<file path="src/include/sac_regs.svh">
`ifndef SAC_REGS_SVH
`define SAC_REGS_SVH

// ==========================================
// Clock and conversion timing
`define SAC_CLK_MHZ 100
`define SAC_NORMAL_NS 1000
`define SAC_FAST_NS 500
`define SAC_LOWPWR_NS 1200
// Least times round up to whole cycles
`define SAC_CYC(ns) ((((ns) * `SAC_CLK_MHZ) + 999) / 1000)
`define SAC_NORMAL_CYC `SAC_CYC(`SAC_NORMAL_NS)
`define SAC_FAST_CYC `SAC_CYC(`SAC_FAST_NS)
`define SAC_LOWPWR_CYC `SAC_CYC(`SAC_LOWPWR_NS)
`define SAC_CNT_W 8

// ==========================================
// Data widths and lanes
`define SAC_RES_W 18
`define SAC_WORD_W 16
`define SAC_BYTE_W 8
`define SAC_BITCNT_W 5
`define SAC_LAST_18 5'h11
`define SAC_LAST_16 5'h0F

// ==========================================
// Serial clock and pin synchroniser
`define SAC_SCLK_HALF 3'h4
`define SAC_DIV_W 3
`define SAC_PIN_W 18
// Coding strap idles high, strobes idle high
`define SAC_PINS_RST 18'h0200E

`endif

</file>
<file path="src/include/sac_pkg.sv">
package sac_pkg;

	typedef enum logic [1:0]
	{
		SAC_NORMAL = 2'h0,
		SAC_FAST = 2'h1,
		SAC_LOWPWR = 2'h3
	} sac_mode_t;

	typedef enum logic [1:0]
	{
		SAC_IDLE = 2'h0,
		SAC_CONV = 2'h1,
		SAC_ASLEEP = 2'h2
	} sac_state_t;

	typedef struct packed
	{
		logic fast_mode_strap;
		logic low_power_mode_strap;
		logic channel_or_iface_mode_bit0;
		logic byte_swap_or_iface_mode_bit1;
		logic output_coding_select;
		logic interface_select;
		logic serial_clock_source_select;
		logic frame_strobe_polarity;
		logic clock_edge_select;
		logic read_timing_select;
		logic converter_reset;
		logic converter_sleep;
		logic buffer_sleep;
		logic reference_sleep;
		logic convert_start_n;
		logic cs_n;
		logic rd_n;
		logic sclk;
	} sac_pins_t;

endpackage : sac_pkg

</file>
<file path="src/include/sac_ser_if.sv">
`timescale 1ns/1ps
`default_nettype none
`include "sac_regs.svh"

interface sac_ser_if;
	logic load;
	logic [`SAC_RES_W-1:0] word;
	logic [`SAC_BITCNT_W-1:0] last_idx;
	logic capture;
	logic launch;
	logic abort;
	logic active;
	logic sdo;

	modport ctl (output load, word, last_idx, capture, launch, abort, input active, sdo);
	modport eng (input load, word, last_idx, capture, launch, abort, output active, sdo);
endinterface : sac_ser_if

`default_nettype wire

</file>
<file path="src/design/sac_serializer.sv">
`timescale 1ns/1ps
`default_nettype none
`include "sac_regs.svh"

module sac_serializer
(
	// Clock and reset
	input wire logic clk,
	input wire logic rst_n,
	// Frame engine
	sac_ser_if.eng ser
);
	import sac_pkg::*;

	logic [`SAC_RES_W-1:0] shift_q;
	logic [`SAC_BITCNT_W-1:0] cnt_q;
	logic active_q;

	// ==========================================
	// Shifter: MSB first, new bit after each launch edge
	always_ff @(posedge clk or negedge rst_n)
		if (!rst_n)
			shift_q <= '0;
		else if (ser.load)
			shift_q <= ser.word;
		else if (active_q && ser.launch)
			shift_q <= {shift_q[`SAC_RES_W-2:0], 1'h0};

	always_ff @(posedge clk or negedge rst_n)
		if (!rst_n)
			cnt_q <= '0;
		else if (ser.load)
			cnt_q <= '0;
		else if (active_q && ser.capture)
			cnt_q <= cnt_q + `SAC_BITCNT_W'(1);

	// Frame ends on the capture edge of the last bit
	always_ff @(posedge clk or negedge rst_n)
		if (!rst_n)
			active_q <= 1'h0;
		else if (ser.abort)
			active_q <= 1'h0;
		else if (ser.load)
			active_q <= 1'h1;
		else if (active_q && ser.capture && cnt_q == ser.last_idx)
			active_q <= 1'h0;

	assign ser.active = active_q;
	assign ser.sdo = shift_q[`SAC_RES_W-1];
endmodule : sac_serializer

`default_nettype wire

</file>
<file path="src/design/sac_top.sv">
// How it works
// Fast strap high, low-power strap low: fastest, shortest conversion.
// Both mode straps low: normal conversion time.
// Low-power strap alone: core powers off between conversions.
// On 18-bit parts the two mode bits pick the output lane arrangement.
// 16-bit byte mode: swap strap puts the upper byte on low lines.
// Coding strap low gives two's complement, high gives straight binary.
// Interface strap low selects parallel bus, high selects serial.
// Clock-source strap low: device drives serial clock; high: clock is input.
// Master serial only: polarity strap low gives active-high frame strobe.
// Edge strap picks the serial clock edge the reader samples on.
// Read-timing strap: read after conversion, or previous result during it.
// Converter reset high aborts any conversion; low enables it.
// Sleep high powers down only after the running conversion ends.
// Buffer-sleep high turns off the reference buffer.
// Reference-sleep powers down the reference; buffer must stay enabled then. The code keeps buffer_on tied to buffer_sleep alone.
// Convert start comes from board logic or an external source.
// Falling convert start begins a conversion; busy high until result ready.
// Reader asserts chip select and read together to get parallel data.
`timescale 1ns/1ps
`default_nettype none
`include "sac_regs.svh"

module sac_top
#(
	parameter bit RESULT_18BIT = 1'h1
)
(
	// Clock and reset
	input wire logic ref_clk,
	input wire logic rst_n,
	// Mode straps
	input wire logic fast_mode_strap,
	input wire logic low_power_mode_strap,
	input wire logic channel_or_iface_mode_bit0,
	input wire logic byte_swap_or_iface_mode_bit1,
	input wire logic output_coding_select,
	input wire logic interface_select,
	input wire logic serial_clock_source_select,
	input wire logic frame_strobe_polarity,
	input wire logic clock_edge_select,
	input wire logic read_timing_select,
	// Power and abort
	input wire logic converter_reset,
	input wire logic converter_sleep,
	input wire logic buffer_sleep,
	input wire logic reference_sleep,
	// Conversion and parallel read
	input wire logic convert_start_n,
	input wire logic [`SAC_RES_W-1:0] analog_code,
	input wire logic cs_n,
	input wire logic rd_n,
	output logic busy,
	output logic [`SAC_RES_W-1:0] db_o,
	output logic db_oe,
	// Serial port
	input wire logic sclk_i,
	output logic sclk_o,
	output logic sclk_oe,
	output logic sdout,
	output logic frame_sync,
	// Status
	output sac_pkg::sac_mode_t conv_mode,
	output logic core_powered,
	output logic buffer_on,
	output logic reference_on
);
	import sac_pkg::*;

	localparam logic [`SAC_PIN_W-1:0] PIN_RST = `SAC_PINS_RST;

	logic [1:0] rst_pipe_q;
	logic rst_sync_n;
	logic [`SAC_PIN_W-1:0] pins_raw, s1_q, s2_q, s3_q, filt_q;
	sac_pins_t pin_q;
	sac_state_t state_q;
	sac_mode_t mode_now, mode_q;
	logic [`SAC_CNT_W-1:0] cnt_q, busy_len_q;
	logic [`SAC_RES_W-1:0] sample_q, result_q;
	logic start_prev_q, start_ok, conv_done, rd_en, master;
	logic [`SAC_DIV_W-1:0] div_q;
	logic sclk_q, sclk_prev_q, tgl, rise, fall;
	logic busy_q, db_oe_q, sclk_oe_q, sdout_q, sync_q;
	logic [`SAC_RES_W-1:0] db_q;
	logic powered_q, buf_on_q, ref_on_q;
	sac_mode_t conv_mode_q;

	sac_ser_if ser ();

	// ==========================================
	// Functions
	function automatic sac_mode_t mode_of(input logic fast, input logic lp);
		if (fast && !lp)
			return SAC_FAST;
		else if (lp && !fast)
			return SAC_LOWPWR;
		// Both high is not a legal setting; fall back to normal
		return SAC_NORMAL;
	endfunction : mode_of

	function automatic logic [`SAC_CNT_W-1:0] conv_last(input sac_mode_t m);
		unique case (m)
			SAC_FAST: return `SAC_CNT_W'(`SAC_FAST_CYC - 1);
			SAC_LOWPWR: return `SAC_CNT_W'(`SAC_LOWPWR_CYC - 1);
			default: return `SAC_CNT_W'(`SAC_NORMAL_CYC - 1);
		endcase
	endfunction : conv_last

	function automatic logic [`SAC_RES_W-1:0] code_fmt(input logic [`SAC_RES_W-1:0] c, input logic bin);
		return bin ? c : {~c[`SAC_RES_W-1], c[`SAC_RES_W-2:0]};
	endfunction : code_fmt

	function automatic logic [`SAC_RES_W-1:0] lanes(input logic [`SAC_RES_W-1:0] r, input logic m0,
		input logic m1);
		logic [`SAC_WORD_W-1:0] w;
		w = r[`SAC_RES_W-1 -: `SAC_WORD_W];
		if (RESULT_18BIT)
			unique case ({m1, m0})
				2'h0: return r;
				2'h1: return `SAC_RES_W'(w);
				2'h2: return `SAC_RES_W'(r[`SAC_RES_W-1 -: `SAC_BYTE_W]);
				default: return `SAC_RES_W'(r[`SAC_RES_W-`SAC_BYTE_W-1 -: `SAC_BYTE_W]);
			endcase
		// Byte mode on 16-bit parts: swap moves the upper byte down
		return `SAC_RES_W'(m1 ? {w[`SAC_BYTE_W-1:0], w[`SAC_WORD_W-1 -: `SAC_BYTE_W]} : w);
	endfunction : lanes

	// ==========================================
	// Reset release and pin synchronisers
	always_ff @(posedge ref_clk or negedge rst_n)
		if (!rst_n)
			rst_pipe_q <= 2'h0;
		else
			rst_pipe_q <= {rst_pipe_q[0], 1'h1};
	assign rst_sync_n = rst_pipe_q[1];

	assign pins_raw = {fast_mode_strap, low_power_mode_strap, channel_or_iface_mode_bit0,
		byte_swap_or_iface_mode_bit1, output_coding_select, interface_select, serial_clock_source_select,
		frame_strobe_polarity, clock_edge_select, read_timing_select, converter_reset, converter_sleep,
		buffer_sleep, reference_sleep, convert_start_n, cs_n, rd_n, sclk_i};

	// A level counts once the second and third stages agree
	for (genvar i = 0; i < `SAC_PIN_W; i++)
	begin : g_pin_sync
		always_ff @(posedge ref_clk or negedge rst_sync_n)
			if (!rst_sync_n)
			begin
				s1_q[i] <= PIN_RST[i];
				s2_q[i] <= PIN_RST[i];
				s3_q[i] <= PIN_RST[i];
				filt_q[i] <= PIN_RST[i];
			end
			else
			begin
				s1_q[i] <= pins_raw[i];
				s2_q[i] <= s1_q[i];
				s3_q[i] <= s2_q[i];
				if (s2_q[i] == s3_q[i])
					filt_q[i] <= s3_q[i];
			end
	end
	assign pin_q = sac_pins_t'(filt_q);

	// ==========================================
	// Conversion sequencer
	assign mode_now = mode_of(pin_q.fast_mode_strap, pin_q.low_power_mode_strap);
	assign start_ok = state_q == SAC_IDLE && start_prev_q && !pin_q.convert_start_n
		&& !pin_q.converter_reset && !pin_q.converter_sleep;
	assign conv_done = state_q == SAC_CONV && cnt_q == '0 && !pin_q.converter_reset;

	always_ff @(posedge ref_clk or negedge rst_sync_n)
		if (!rst_sync_n)
			start_prev_q <= 1'h1;
		else
			start_prev_q <= pin_q.convert_start_n;

	always_ff @(posedge ref_clk or negedge rst_sync_n)
		if (!rst_sync_n)
		begin
			state_q <= SAC_IDLE;
			busy_q <= 1'h0;
		end
		else
			unique case (state_q)
				SAC_IDLE:
					if (pin_q.converter_sleep && !pin_q.converter_reset)
						state_q <= SAC_ASLEEP;
					else if (start_ok)
					begin
						state_q <= SAC_CONV;
						busy_q <= 1'h1;
					end
				SAC_CONV:
					// Sleep waits here until the conversion completes
					if (pin_q.converter_reset || conv_done)
					begin
						state_q <= SAC_IDLE;
						busy_q <= 1'h0;
					end
				SAC_ASLEEP:
					if (!pin_q.converter_sleep || pin_q.converter_reset)
						state_q <= SAC_IDLE;
				default:
					state_q <= SAC_IDLE;
			endcase

	always_ff @(posedge ref_clk or negedge rst_sync_n)
		if (!rst_sync_n)
		begin
			cnt_q <= '0;
			mode_q <= SAC_NORMAL;
		end
		else if (start_ok)
		begin
			cnt_q <= conv_last(mode_now);
			mode_q <= mode_now;
		end
		else if (state_q == SAC_CONV && cnt_q != '0)
			cnt_q <= cnt_q - `SAC_CNT_W'(1);

	// Sample held at start; the result only changes at completion
	always_ff @(posedge ref_clk or negedge rst_sync_n)
		if (!rst_sync_n)
			sample_q <= '0;
		else if (start_ok)
			sample_q <= analog_code;

	always_ff @(posedge ref_clk or negedge rst_sync_n)
		if (!rst_sync_n)
			result_q <= '0;
		else if (conv_done)
			result_q <= code_fmt(sample_q, pin_q.output_coding_select);

	// ==========================================
	// Parallel read
	assign rd_en = !pin_q.interface_select && !pin_q.cs_n && !pin_q.rd_n
		&& (pin_q.read_timing_select || !busy_q);

	always_ff @(posedge ref_clk or negedge rst_sync_n)
		if (!rst_sync_n)
		begin
			db_oe_q <= 1'h0;
			db_q <= '0;
		end
		else
		begin
			db_oe_q <= rd_en;
			if (rd_en)
				db_q <= lanes(result_q, pin_q.channel_or_iface_mode_bit0, pin_q.byte_swap_or_iface_mode_bit1);
		end

	// ==========================================
	// Serial port
	assign master = !pin_q.serial_clock_source_select;
	assign tgl = master && ser.active && div_q == `SAC_SCLK_HALF - `SAC_DIV_W'(1);
	assign rise = master ? tgl && !sclk_q : !sclk_prev_q && pin_q.sclk;
	assign fall = master ? tgl && sclk_q : sclk_prev_q && !pin_q.sclk;

	assign ser.capture = pin_q.clock_edge_select ? rise : fall;
	assign ser.launch = pin_q.clock_edge_select ? fall : rise;
	// Read-during-convert ships the previous result as the new conversion starts
	assign ser.load = pin_q.interface_select && (pin_q.read_timing_select ? start_ok : conv_done);
	assign ser.word = pin_q.read_timing_select ? result_q : code_fmt(sample_q, pin_q.output_coding_select);
	assign ser.last_idx = RESULT_18BIT ? `SAC_LAST_18 : `SAC_LAST_16;
	assign ser.abort = pin_q.converter_reset || !pin_q.interface_select;

	sac_serializer u_ser
	(
		.clk(ref_clk),
		.rst_n(rst_sync_n),
		.ser(ser.eng)
	);

	// Idle level makes the first edge of a frame the capture edge
	always_ff @(posedge ref_clk or negedge rst_sync_n)
		if (!rst_sync_n)
		begin
			div_q <= '0;
			sclk_q <= 1'h1;
		end
		else if (!ser.active)
		begin
			div_q <= '0;
			sclk_q <= !pin_q.clock_edge_select;
		end
		else if (tgl)
		begin
			div_q <= '0;
			sclk_q <= !sclk_q;
		end
		else
			div_q <= div_q + `SAC_DIV_W'(1);

	always_ff @(posedge ref_clk or negedge rst_sync_n)
		if (!rst_sync_n)
		begin
			sclk_prev_q <= 1'h0;
			sclk_oe_q <= 1'h0;
			sdout_q <= 1'h0;
			sync_q <= 1'h0;
		end
		else
		begin
			sclk_prev_q <= pin_q.sclk;
			sclk_oe_q <= pin_q.interface_select && master;
			sdout_q <= ser.sdo;
			sync_q <= master ? ser.active ^ pin_q.frame_strobe_polarity : ser.active;
		end

	// ==========================================
	// Status
	always_ff @(posedge ref_clk or negedge rst_sync_n)
		if (!rst_sync_n)
		begin
			powered_q <= 1'h0;
			buf_on_q <= 1'h0;
			ref_on_q <= 1'h0;
			conv_mode_q <= SAC_NORMAL;
		end
		else
		begin
			powered_q <= state_q != SAC_ASLEEP && !(mode_now == SAC_LOWPWR && state_q == SAC_IDLE);
			buf_on_q <= !pin_q.buffer_sleep;
			ref_on_q <= !pin_q.reference_sleep;
			conv_mode_q <= mode_now;
		end

	assign busy = busy_q;
	assign db_o = db_q;
	assign db_oe = db_oe_q;
	assign sclk_o = sclk_q;
	assign sclk_oe = sclk_oe_q;
	assign sdout = sdout_q;
	assign frame_sync = sync_q;
	assign conv_mode = conv_mode_q;
	assign core_powered = powered_q;
	assign buffer_on = buf_on_q;
	assign reference_on = ref_on_q;

	// ==========================================
	// Checks
	always_ff @(posedge ref_clk or negedge rst_sync_n)
		if (!rst_sync_n)
			busy_len_q <= '0;
		else if (start_ok)
			busy_len_q <= '0;
		else if (busy_q)
			busy_len_q <= busy_len_q + `SAC_CNT_W'(1);
endmodule : sac_top

`default_nettype wire

</file>
<file path="config.mk">
export PLATFORM = sky130hd
export DESIGN_NAME = sac_top
export DESIGN_NICKNAME = d
export VERILOG_FILES = /design/src/include/sac_pkg.sv /design/src/include/sac_ser_if.sv /design/src/design/sac_serializer.sv /design/src/design/sac_top.sv
export VERILOG_INCLUDE_DIRS = /design/src /design/src/include
export SDC_FILE = /design/constraint.sdc
export NUM_CORES = 1
export LEC_CHECK = 0
export BUFFER_PORTS_ARGS = -buffer_cell sky130_fd_sc_hd__buf_2
export CORE_ASPECT_RATIO = 0.7
export CORE_MARGIN = 8
export CORE_UTILIZATION = 53
export CTS_BUF_LIST = sky130_fd_sc_hd__clkbuf_2
export CTS_CLUSTER_DIAMETER = 200
export DETAILED_ROUTE_END_ITERATION = 16
export GPL_ROUTABILITY_DRIVEN = 0
export PLACE_DENSITY = 0.75
export SLEW_MARGIN = 30
export SYNTH_ARGS = -nofsm -noshare
export SYNTH_HDL_FRONTEND = slang
export SYNTH_SLANG_ARGS = --single-unit
</file>
<file path="constraint.sdc">
create_clock -name ref_clk -period 4.88 [get_ports ref_clk]
set_clock_uncertainty 0.1 [all_clocks]
set_input_delay 0.244 -clock ref_clk [delete_from_list [all_inputs] [get_ports ref_clk]]
set_output_delay 0.244 -clock ref_clk [all_outputs]
set_load 0.005 [all_outputs]
</file>
=== Word level (Yosys, flattened, before mapping) ===
Cells that the tools add are included.

* Register bits: 178
* Latch bits: 0
* RAM bits: 0
* Memory bits (read-only): 0
* Logic and storage cells: 230
* Memories: 0

* Add/sub/neg operators: 3
* $mul: 0
* Div/mod/pow operators: 0
* Magnitude comparators: 0
* Eq/ne operators: 33
* Shift-type cells: 0
* Multiplexer cells: 40
* Bitwise operators: 2
* Reductions and logical operators: 58

{| class="wikitable"
|+ Operators by type and width
! kind !! count
|-
| $mux W18 || 5
|-
| $pmux W18 S3 || 1
|-
| $logic_and A1 B1 Y1 || 26
|-
| $eq A1 B1 Y1 || 18
|-
| $logic_not A1 Y1 || 17
|-
| $mux W1 || 17
|-
| $mux W16 || 1
|-
| $mux W8 || 2
|-
| $mux W2 || 7
|-
| $pmux W7 S2 || 1
|-
| $mux W5 || 2
|-
| $ne A2 B2 Y1 const B || 5
|-
| $logic_not A8 Y1 || 1
|-
| $reduce_bool A2 Y1 || 4
|-
| $reduce_bool A8 Y1 || 1
|-
| $sub A8 B1 Y8 const B || 1
|-
| $eq A2 B1 Y1 const B || 3
|-
| $eq A2 B2 Y1 const B || 3
|-
| $mux W3 || 2
|-
| $pmux W2 S3 || 1
|-
| $add A5 B1 Y5 const B || 1
|-
| $eq A5 B5 Y1 const B || 1
|-
| $logic_not A2 Y1 || 2
|-
| $logic_or A1 B1 Y1 || 4
|-
| other kinds (10) || 10
|}

=== Logic depth before layout (Yosys ltp) ===
Gate-level depths: netlist (run 1).

* Word-level depth: 11
* Mapped depth: 8
* Mapped depth without buffers: 7

=== Modules after synthesis ===
A second synthesis (run 1) with hierarchy kept.

* Cells, all modules: 557
* Area total of the unflattened synthesis: 6,982.9 um^2

{| class="wikitable"
|+ By module, submodules not included
! module !! instances !! cells an instance !! area an instance (um^2) !! sequential area each (um^2)
|-
| sac_top || 1 || 443 || 5,819.3 || 3,876.2
|-
| sac_serializer || 1 || 114 || 1,163.6 || 600.6
|}

=== Least setup slack after synthesis (run 1) ===
Ideal clock, no wire load.

* Path type: register -> register
* Start point: register cnt_q[0]
* End point: register cnt_q[6]
* Data arrival time: 1.724 ns
* Setup slack: 2.922 ns
* Stages on the path, launching flop included: 8
* Buffers on the path: 0
* Period minus slack after synthesis: 1.958 ns
* Cell sequence: dfrtp_1 > inv_1 > ha_1 > or4b_1 > o21ai_0 > nor3_1 > xnor2_1 > mux2i_1

* Cells in the longest elaborated chain, start to end: 3
* Elaborated cells on any way between the ends: 6

{| class="wikitable"
|+ Ends and longest elaborated chain
! item !! RTL line !! text
|-
| from (decl) || sac_top.sv:78 || <nowiki>logic [`SAC_CNT_W-1:0] cnt_q, busy_len_q;</nowiki>
|-
| from (signal assigned) || sac_top.sv:215 || <nowiki>cnt_q <= conv_last(mode_now);</nowiki>
|-
| from (signal assigned) || sac_top.sv:219 || <nowiki>cnt_q <= cnt_q - `SAC_CNT_W'(1);</nowiki>
|-
| $sub A8 B1 Y8 / $reduce_bool A8 Y1 (equally long branches) || sac_top.sv:219, sac_top.sv:218 ||
|-
| $mux W8 / $logic_and A1 B1 Y1 (equally long branches) || sac_top.sv:218 || <nowiki>else if (state_q == SAC_CONV && cnt_q != '0)</nowiki>
|-
| $mux W8 / $reduce_bool A2 Y1 (equally long branches) || n/a ||
|}

Several ways; a longest one is shown, not always the timed one. The select of a mux whose other input is x is not followed.
A chain may end at the register's enable or synchronous reset.

=== Final worst setup path (run 1) ===
* Start point: register u_ser.active_q, in the netlist u_ser.ser.active
* End point: register u_ser.shift_q[4]

* Cells in the longest elaborated chain, start to end: 7
* Elaborated cells on any way between the ends: 9

{| class="wikitable"
|+ Ends and longest elaborated chain
! item !! RTL line !! text
|-
| from (decl) || sac_serializer.sv:17 || <nowiki>logic active_q;</nowiki>
|-
| from (signal assigned) || sac_serializer.sv:40 || <nowiki>active_q <= 1'h0;</nowiki>
|-
| from (signal assigned) || sac_serializer.sv:42 || <nowiki>active_q <= 1'h0;</nowiki>
|-
| from (signal assigned) || sac_serializer.sv:44 || <nowiki>active_q <= 1'h1;</nowiki>
|-
| $logic_and A1 B1 Y1 (2 in series) || sac_top.sv:255 || <nowiki>assign tgl = master && ser.active && div_q == `SAC_SCLK_HALF - `SAC_DIV_W'(1);</nowiki>
|-
| $logic_and A1 B1 Y1, on equally long branches || sac_top.sv:256, sac_top.sv:257 ||
|-
| $mux W1, on equally long branches || sac_top.sv:256, sac_top.sv:257 ||
|-
| $mux W1 || sac_top.sv:260 || <nowiki>assign ser.launch = pin_q.clock_edge_select ? fall : rise;</nowiki>
|-
| $logic_and A1 B1 Y1 * || sac_serializer.sv:26 || <nowiki>else if (active_q && ser.launch)</nowiki>
|-
| $reduce_bool A2 Y1 (no source line) * || n/a ||
|-
| to (signal assigned) || sac_serializer.sv:25 || <nowiki>shift_q <= ser.word;</nowiki>
|-
| to (signal assigned) || sac_serializer.sv:27 || <nowiki>shift_q <= {shift_q[`SAC_RES_W-2:0], 1'h0};</nowiki>
|-
| to (decl) || sac_serializer.sv:15 || <nowiki>logic [`SAC_RES_W-1:0] shift_q;</nowiki>
|}

Mark *: on every way between the ends. The rest lies on a longest branch, timed or not.

==> results.cfg, run 1 <==
[power]
leakagePower_nw = 3.83
ir_worst_vdd_uv = 226
power.density_mw_per_mm2 = 440

[logic_synthesis]
synth_area_leader_cell = dfrtp_1
netlist_instances = 555
synth-edff-count = 0
ys.flop_type = dfrtp_1
synth_top_area_share = 0.583
synth_area_leaders = dfrtp_1 (58%), dfstp_2 (6.9%), nand2_1 (5.8%)
netlist_area_mm2 = 0.00687
ys_seq_area_frac = 0.651
synth-async-reset-ratio = 1.00
ys_ff_latch = 178
yosysWarnings = 0
synth_area_per_cell_um2 = 12.4
syn-num-nets = 599
synth_common_cells = dfrtp_1 (160), nand2_1 (107), mux2i_1 (33), nor2_1 (24), clkbuf_1 (20)
synth.distinct_cells = 50
yosysMostFrequentCell = dfrtp_1

[setup_path]
critPathTopFamily = compound AO/OA/AOI/OAI gates
crit_buf_inv = 0
crit_required_ns = 5.43
startpoint_type = register
crit_chain = and4bb_2, a21boi_0, a22oi_2, a31oi_1, a22oi_1
worstPathMaxFanout = 28
cp.depth = 5
rr_worst_depth = 5
worstSetupPathType = reg2reg
max_stage_delay_ns = 0.93
critical_path.slowest_cell = dfrtp_1
worstPathArrival_ns = 3.15
crit_path_end_kind = register

[floorplan]
die-area_mm2 = 0.0169
start_util = 0.548
die-height_um = 111
core-area_mm2 = 0.0125
die_w_um = 152
rows = 34
ioPinCount = 67

[global_routing]
grt_max_degree = 90
grt_usage = 0.165
antenna_found_initial = 0
grt-ovfl-total = 0
grt_pass1_wl_mm = 22.7
grt_pass1_vias = 4607

[clocking]
cts_setup_buffers = 0
clk_latency_ns = 0.73
cts.sinks = 178
clk_path_buf_depth = 2
htree_levels = 4
clk_pin_slew_ns = 0.29
cts_tree = built
root_buffer = clkbuf_2
cts-buffers-inserted = 17

[route]
routedWlPerCell_um = 15.6
routed.top_layer = met4
drtAntennaViolNets = 0
met2_length_mm = 6.28
route.met3.wl_um = 545
drtIter0Drc = 351
remaining_drc_errors = 0
routed_wl_mm = 13.2
via_per_inst = 5.25
vias = 4456
drt_first_pass_iters = 7
wl_met1_mm = 6.29

[sta]
fmax_mhz = 384
worst_pin_slew_ns = 0.914
min_period_ns = 2.61
relSlewSlack = 0.391
fin_setup_tns_ns = 0
fin_crit_sh = 0.534
drv_slew = 0
timing.final.hold_violations = 0
rsz0062_at_grt = no
finalSetupViolCount = 0
fin_ws_ns = 2.27
holdWs_ns = 0.0383

[layout]
finalNetCount = 717
n_antenna_cell = 0
syn_to_final_growth_pct = 18.8
drive_above_1_share = 0.220
fill_cells = 917

[place]
portBuffers = 66
dp_hpwl_mm = 8.65
pre_cts_ws_ns = 2.37

[job]
drv_cap = 0

[worst_hold_path]
holdCritPathClass = reg2async

[status]
outcome = finished, final reports clean
## where the power goes
part,internal (mW),leakage (nW),switching (mW)
logic,0.349,1.62,0.331
registers,1.81,2.04,0.281
clock network,0.265,0.160,0.554
## worst paths after layout
path | to | start | slack [ns]
max | u_ser.shift_q[4] | u_ser.ser.active | 2.27
max reg2reg | u_ser.shift_q[4] | u_ser.ser.active | 2.27
min reg2reg | s1_q[5] | rst_pipe_q[1] | 0.04
min | s1_q[5] | rst_pipe_q[1] | 0.04
max in group asynchronous | filt_q[8] | rst_pipe_q[1] | 3.65
min in group ref_clk | sample_q[14] | analog_code[14] | 0.14
## flip-flops by register name, indices dropped and copies added (netlist names), 2 cells and up
| register | count |
|---|---|
| result_q | 18 |
| u_ser.shift_q | 18 |
| sample_q | 18 |
| s1_q | 18 |
| rst_pipe_q | 2 |
| db_o | 18 |
| u_ser.cnt_q | 5 |
| state_q | 2 |
| s3_q | 18 |
| filt_q | 18 |
| s2_q | 18 |
| cnt_q | 8 |
| div_q | 3 |
| conv_mode | 2 |
## final cells by class
class,instances,area (um^2),area share
clock inverter,15,195,0.0239
sequential,178,4480,0.549
multi-input combinational,335,2210,0.271
timing repair buffer,127,936,0.115
inverter,14,52.6,0.00643
tap,162,203,0.0248
clock buffer,17,85.1,0.0104
## cells by family after synthesis
group | after synthesis | share of synthesized area
AOI/OAI and AO/OA | 82 | 0.0794
xor gates and xnor gates | 12 | 0.0153
adders and majority gates | 24 | 0.0371
buffers and inverters | 42 | 0.0273
DFF | 178 | 0.651
muxes | 53 | 0.0852
other | 1 | 0.000546
and+or+nand+nor | 163 | 0.104
## timing repair
action,in CTS,in global routing
hold buffers,54,2
resized for setup,0,0
setup endpoints to repair,0,0
hold endpoints to repair,38,2
## layout by cell type (no fill, tap or decap), drive strengths merged, types with 4 or more instances in the layout
master	netlist	routed
dfrtp	160	160
nand2	107	107
buf	8	71
dlygate4sd3	0	56
mux2i	33	33
nor2	24	24
inv	14	21
mux2	20	20
a22oi	19	19
a31oi	18	18
maj3	18	18
dfstp	18	18
clkbuf	20	17
o21ai	17	17
a21oi	9	9
o31ai	8	8
xor2	7	7
ha	6	6
xnor2	5	5
nor3	5	5
nand3	5	5
clkinv	0	4
## routing by layer
metal,up-vias,GRT usage
met1,2211,0.226
li1,2150,-
met4,0,0.0451
met2,84,0.254
met5,-,0
met3,11,0.0444
## metrics by stage
| step | cell area, um^2 | std cells | utilization | power, mW |
|---|---|---|---|---|
| CTS | 8140 | 846 | 0.649 | 3.62 |
| detailed placement | 7320 | 760 | 0.583 | 2.77 |
| floorplan | 6870 | 555 | - | 2.48 |
| global route | 8170 | 848 | 0.651 | 3.84 |
| global placement | 7320 | 760 | 0.583 | 2.73 |
| finish | 8170 | 848 | 0.651 | 3.59 |
Note: power is estimated with default switching activity, not from simulation.
==> inputs of run 2 (changes only) <==
--- a/config.mk
+++ b/config.mk
@@ -14,7 +14,7 @@
 export CTS_CLUSTER_DIAMETER = 200
 export DETAILED_ROUTE_END_ITERATION = 16
 export GPL_ROUTABILITY_DRIVEN = 0
-export PLACE_DENSITY = 0.75
+export PLACE_DENSITY = 0.73
 export SLEW_MARGIN = 30
 export SYNTH_ARGS = -nofsm -noshare
 export SYNTH_HDL_FRONTEND = slang
==> constraint.sdc (replaced) <==
create_clock -name ref_clk -period 2.4 [get_ports ref_clk]
set_clock_uncertainty 0.1 [all_clocks]
set_input_delay 0.12 -clock ref_clk [delete_from_list [all_inputs] [get_ports ref_clk]]
set_output_delay 0.12 -clock ref_clk [all_outputs]
set_load 0.005 [all_outputs]
==> results.cfg, run 2 (synthesis gave the netlist of run 1 again) <==
[floorplan]
ioPinCount = 67
core-area_mm2 = 0.0125
die-height_um = 111
die-area_mm2 = 0.0169
die_w_um = 152
start_util = 0.548
rows = 34

[route]
remaining_drc_errors = 0
routed_wl_mm = 13.8
via_per_inst = 5.25
drt_first_pass_iters = 4
routedWlPerCell_um = 15.9
drtAntennaViolNets = 0
drtIter0Drc = 300
vias = 4583

[worst_hold_path]
holdCritPathClass = reg2async

[global_routing]
grt_pass1_vias = 4691
grt_pass1_wl_mm = 23.4
antenna_found_initial = 0
grt-ovfl-total = 0
grt_max_degree = 69
grt_usage = 0.171

[setup_path]
worstPathArrival_ns = 2.75
worstSetupPathType = reg2reg
crit_required_ns = 2.92
startpoint_type = register
worstPathMaxFanout = 17
crit_path_end_kind = register

[clocking]
cts_setup_buffers = 0
cts-buffers-inserted = 17
root_buffer = clkbuf_2
htree_levels = 4
cts.sinks = 178
clk_pin_slew_ns = 0.27
clk_latency_ns = 0.72
cts_resized = 0
cts_tree = built
clk_path_buf_depth = 2

[layout]
n_antenna_cell = 0
fill_cells = 920
syn_to_final_growth_pct = 22.0
finalNetCount = 742
drive_above_1_share = 0.217
final-seq-area_mm2 = 0.00448
stdcell_area_mm2 = 0.00839
layout_commonest_cell = dfrtp_1
fin_util = 0.668
multi_input_area_mm2 = 0.00221
layout_common_cells = dfrtp_1 (159), nand2_1 (107), dlygate4sd3_1 (75)

[job]
drv_cap = 0

[place]
dpl_cell_area_mm2 = 0.00739
dp_hpwl_mm = 9.12
portBuffers = 66
pre_cts_ws_ns = 0.238

[sta]
fin_crit_sh = 0.927
fin_setup_tns_ns = 0
relSlewSlack = 0.397
worst_pin_slew_ns = 0.905
fmax_mhz = 449
drv_slew = 0
finalSetupViolCount = 0
fin_ws_ns = 0.174
timing.final.hold_violations = 0
min_period_ns = 2.23
rsz0062_at_grt = no

[power]
leakagePower_nw = 3.93
ir_worst_vdd_uv = 398
power.density_mw_per_mm2 = 861

[status]
outcome = finished, final reports clean
## run 2: cell count changes in the layout (fill, tap and decap cells not counted), moves of 2 or more
| cell | previous run | this run |
|---|---|---|
| buf_12 | 0 | 2 |
| bufinv_16 | 2 | 0 |
| clkinvlp_4 | 2 | 0 |
| dlygate4sd3_1 | 56 | 75 |
| buf_6 | 2 | 0 |
| clkinv_4 | 1 | 3 |
| buf_4 | 3 | 9 |
## run 2: critical path, stage by stage, from the launching register on
cell      delay (ns)
dfrtp_1         0.52
and4bb_2        0.33
a21boi_0        0.14
a22oi_2         0.65
a31oi_1         0.18
a22oi_1         0.20
## run 2: through the flow
stage	hold WS (ns)	power, mW	std cells
6_report	0.138	7.22	873
5_1_grt	0.173	7.71	873
4_1_cts	0.149	7.28	873
3_5_place_dp	-0.193	5.67	766
3_3_place_gp	-0.195	5.57	766
2_1_floorplan	-0.276	5.05	555
## run 2: timing repair
item	CTS	global route
endpoints found under the setup margin	0	1
hold buffers	75	0
hold endpoints to repair	38	0
## run 2: per-layer routing
layer,track usage,vias to the layer above,wire [um]
met5,0,-,0
met4,0.0518,0,155
met2,0.271,88,6510
met1,0.227,2278,6530
li1,-,2202,-
met3,0.0448,15,649
## run 2: path summary, 6_finish.rpt
| kind | endpoint | slack [ns] | from | cells past startpoint |
|---|---|---|---|---|
| worst min register to register | s1_q[5] | 0.14 | rst_pipe_q[1] | 0 |
| max in group asynchronous | filt_q[1] | 1.25 | rst_pipe_q[1] | 1 |
| min in group ref_clk | s2_q[2] | 0.28 | s1_q[2] | 0 |
| worst max register to register | u_ser.shift_q[13] | 0.17 | filt_q[11] | 5 |
| worst min-delay path | s1_q[5] | 0.14 | rst_pipe_q[1] | 0 |
| worst max-delay path | u_ser.shift_q[13] | 0.17 | filt_q[11] | 5 |
## run 2: report_power, final
group          internal (mW)  total (mW)  switching (mW)  leakage (nW)
registers               3.69        4.26           0.574          2.05
clock network          0.355        1.52            1.16         0.153
logic                  0.738        1.44           0.702          1.74
## run 2: final cells by class
cell class,count,area share
timing repair buffer,152,0.142
clock buffer,17,0.0101
clock inverter,15,0.0197
tap,162,0.0242
multi-input combinational,335,0.264
inverter,14,0.00627
sequential,178,0.534
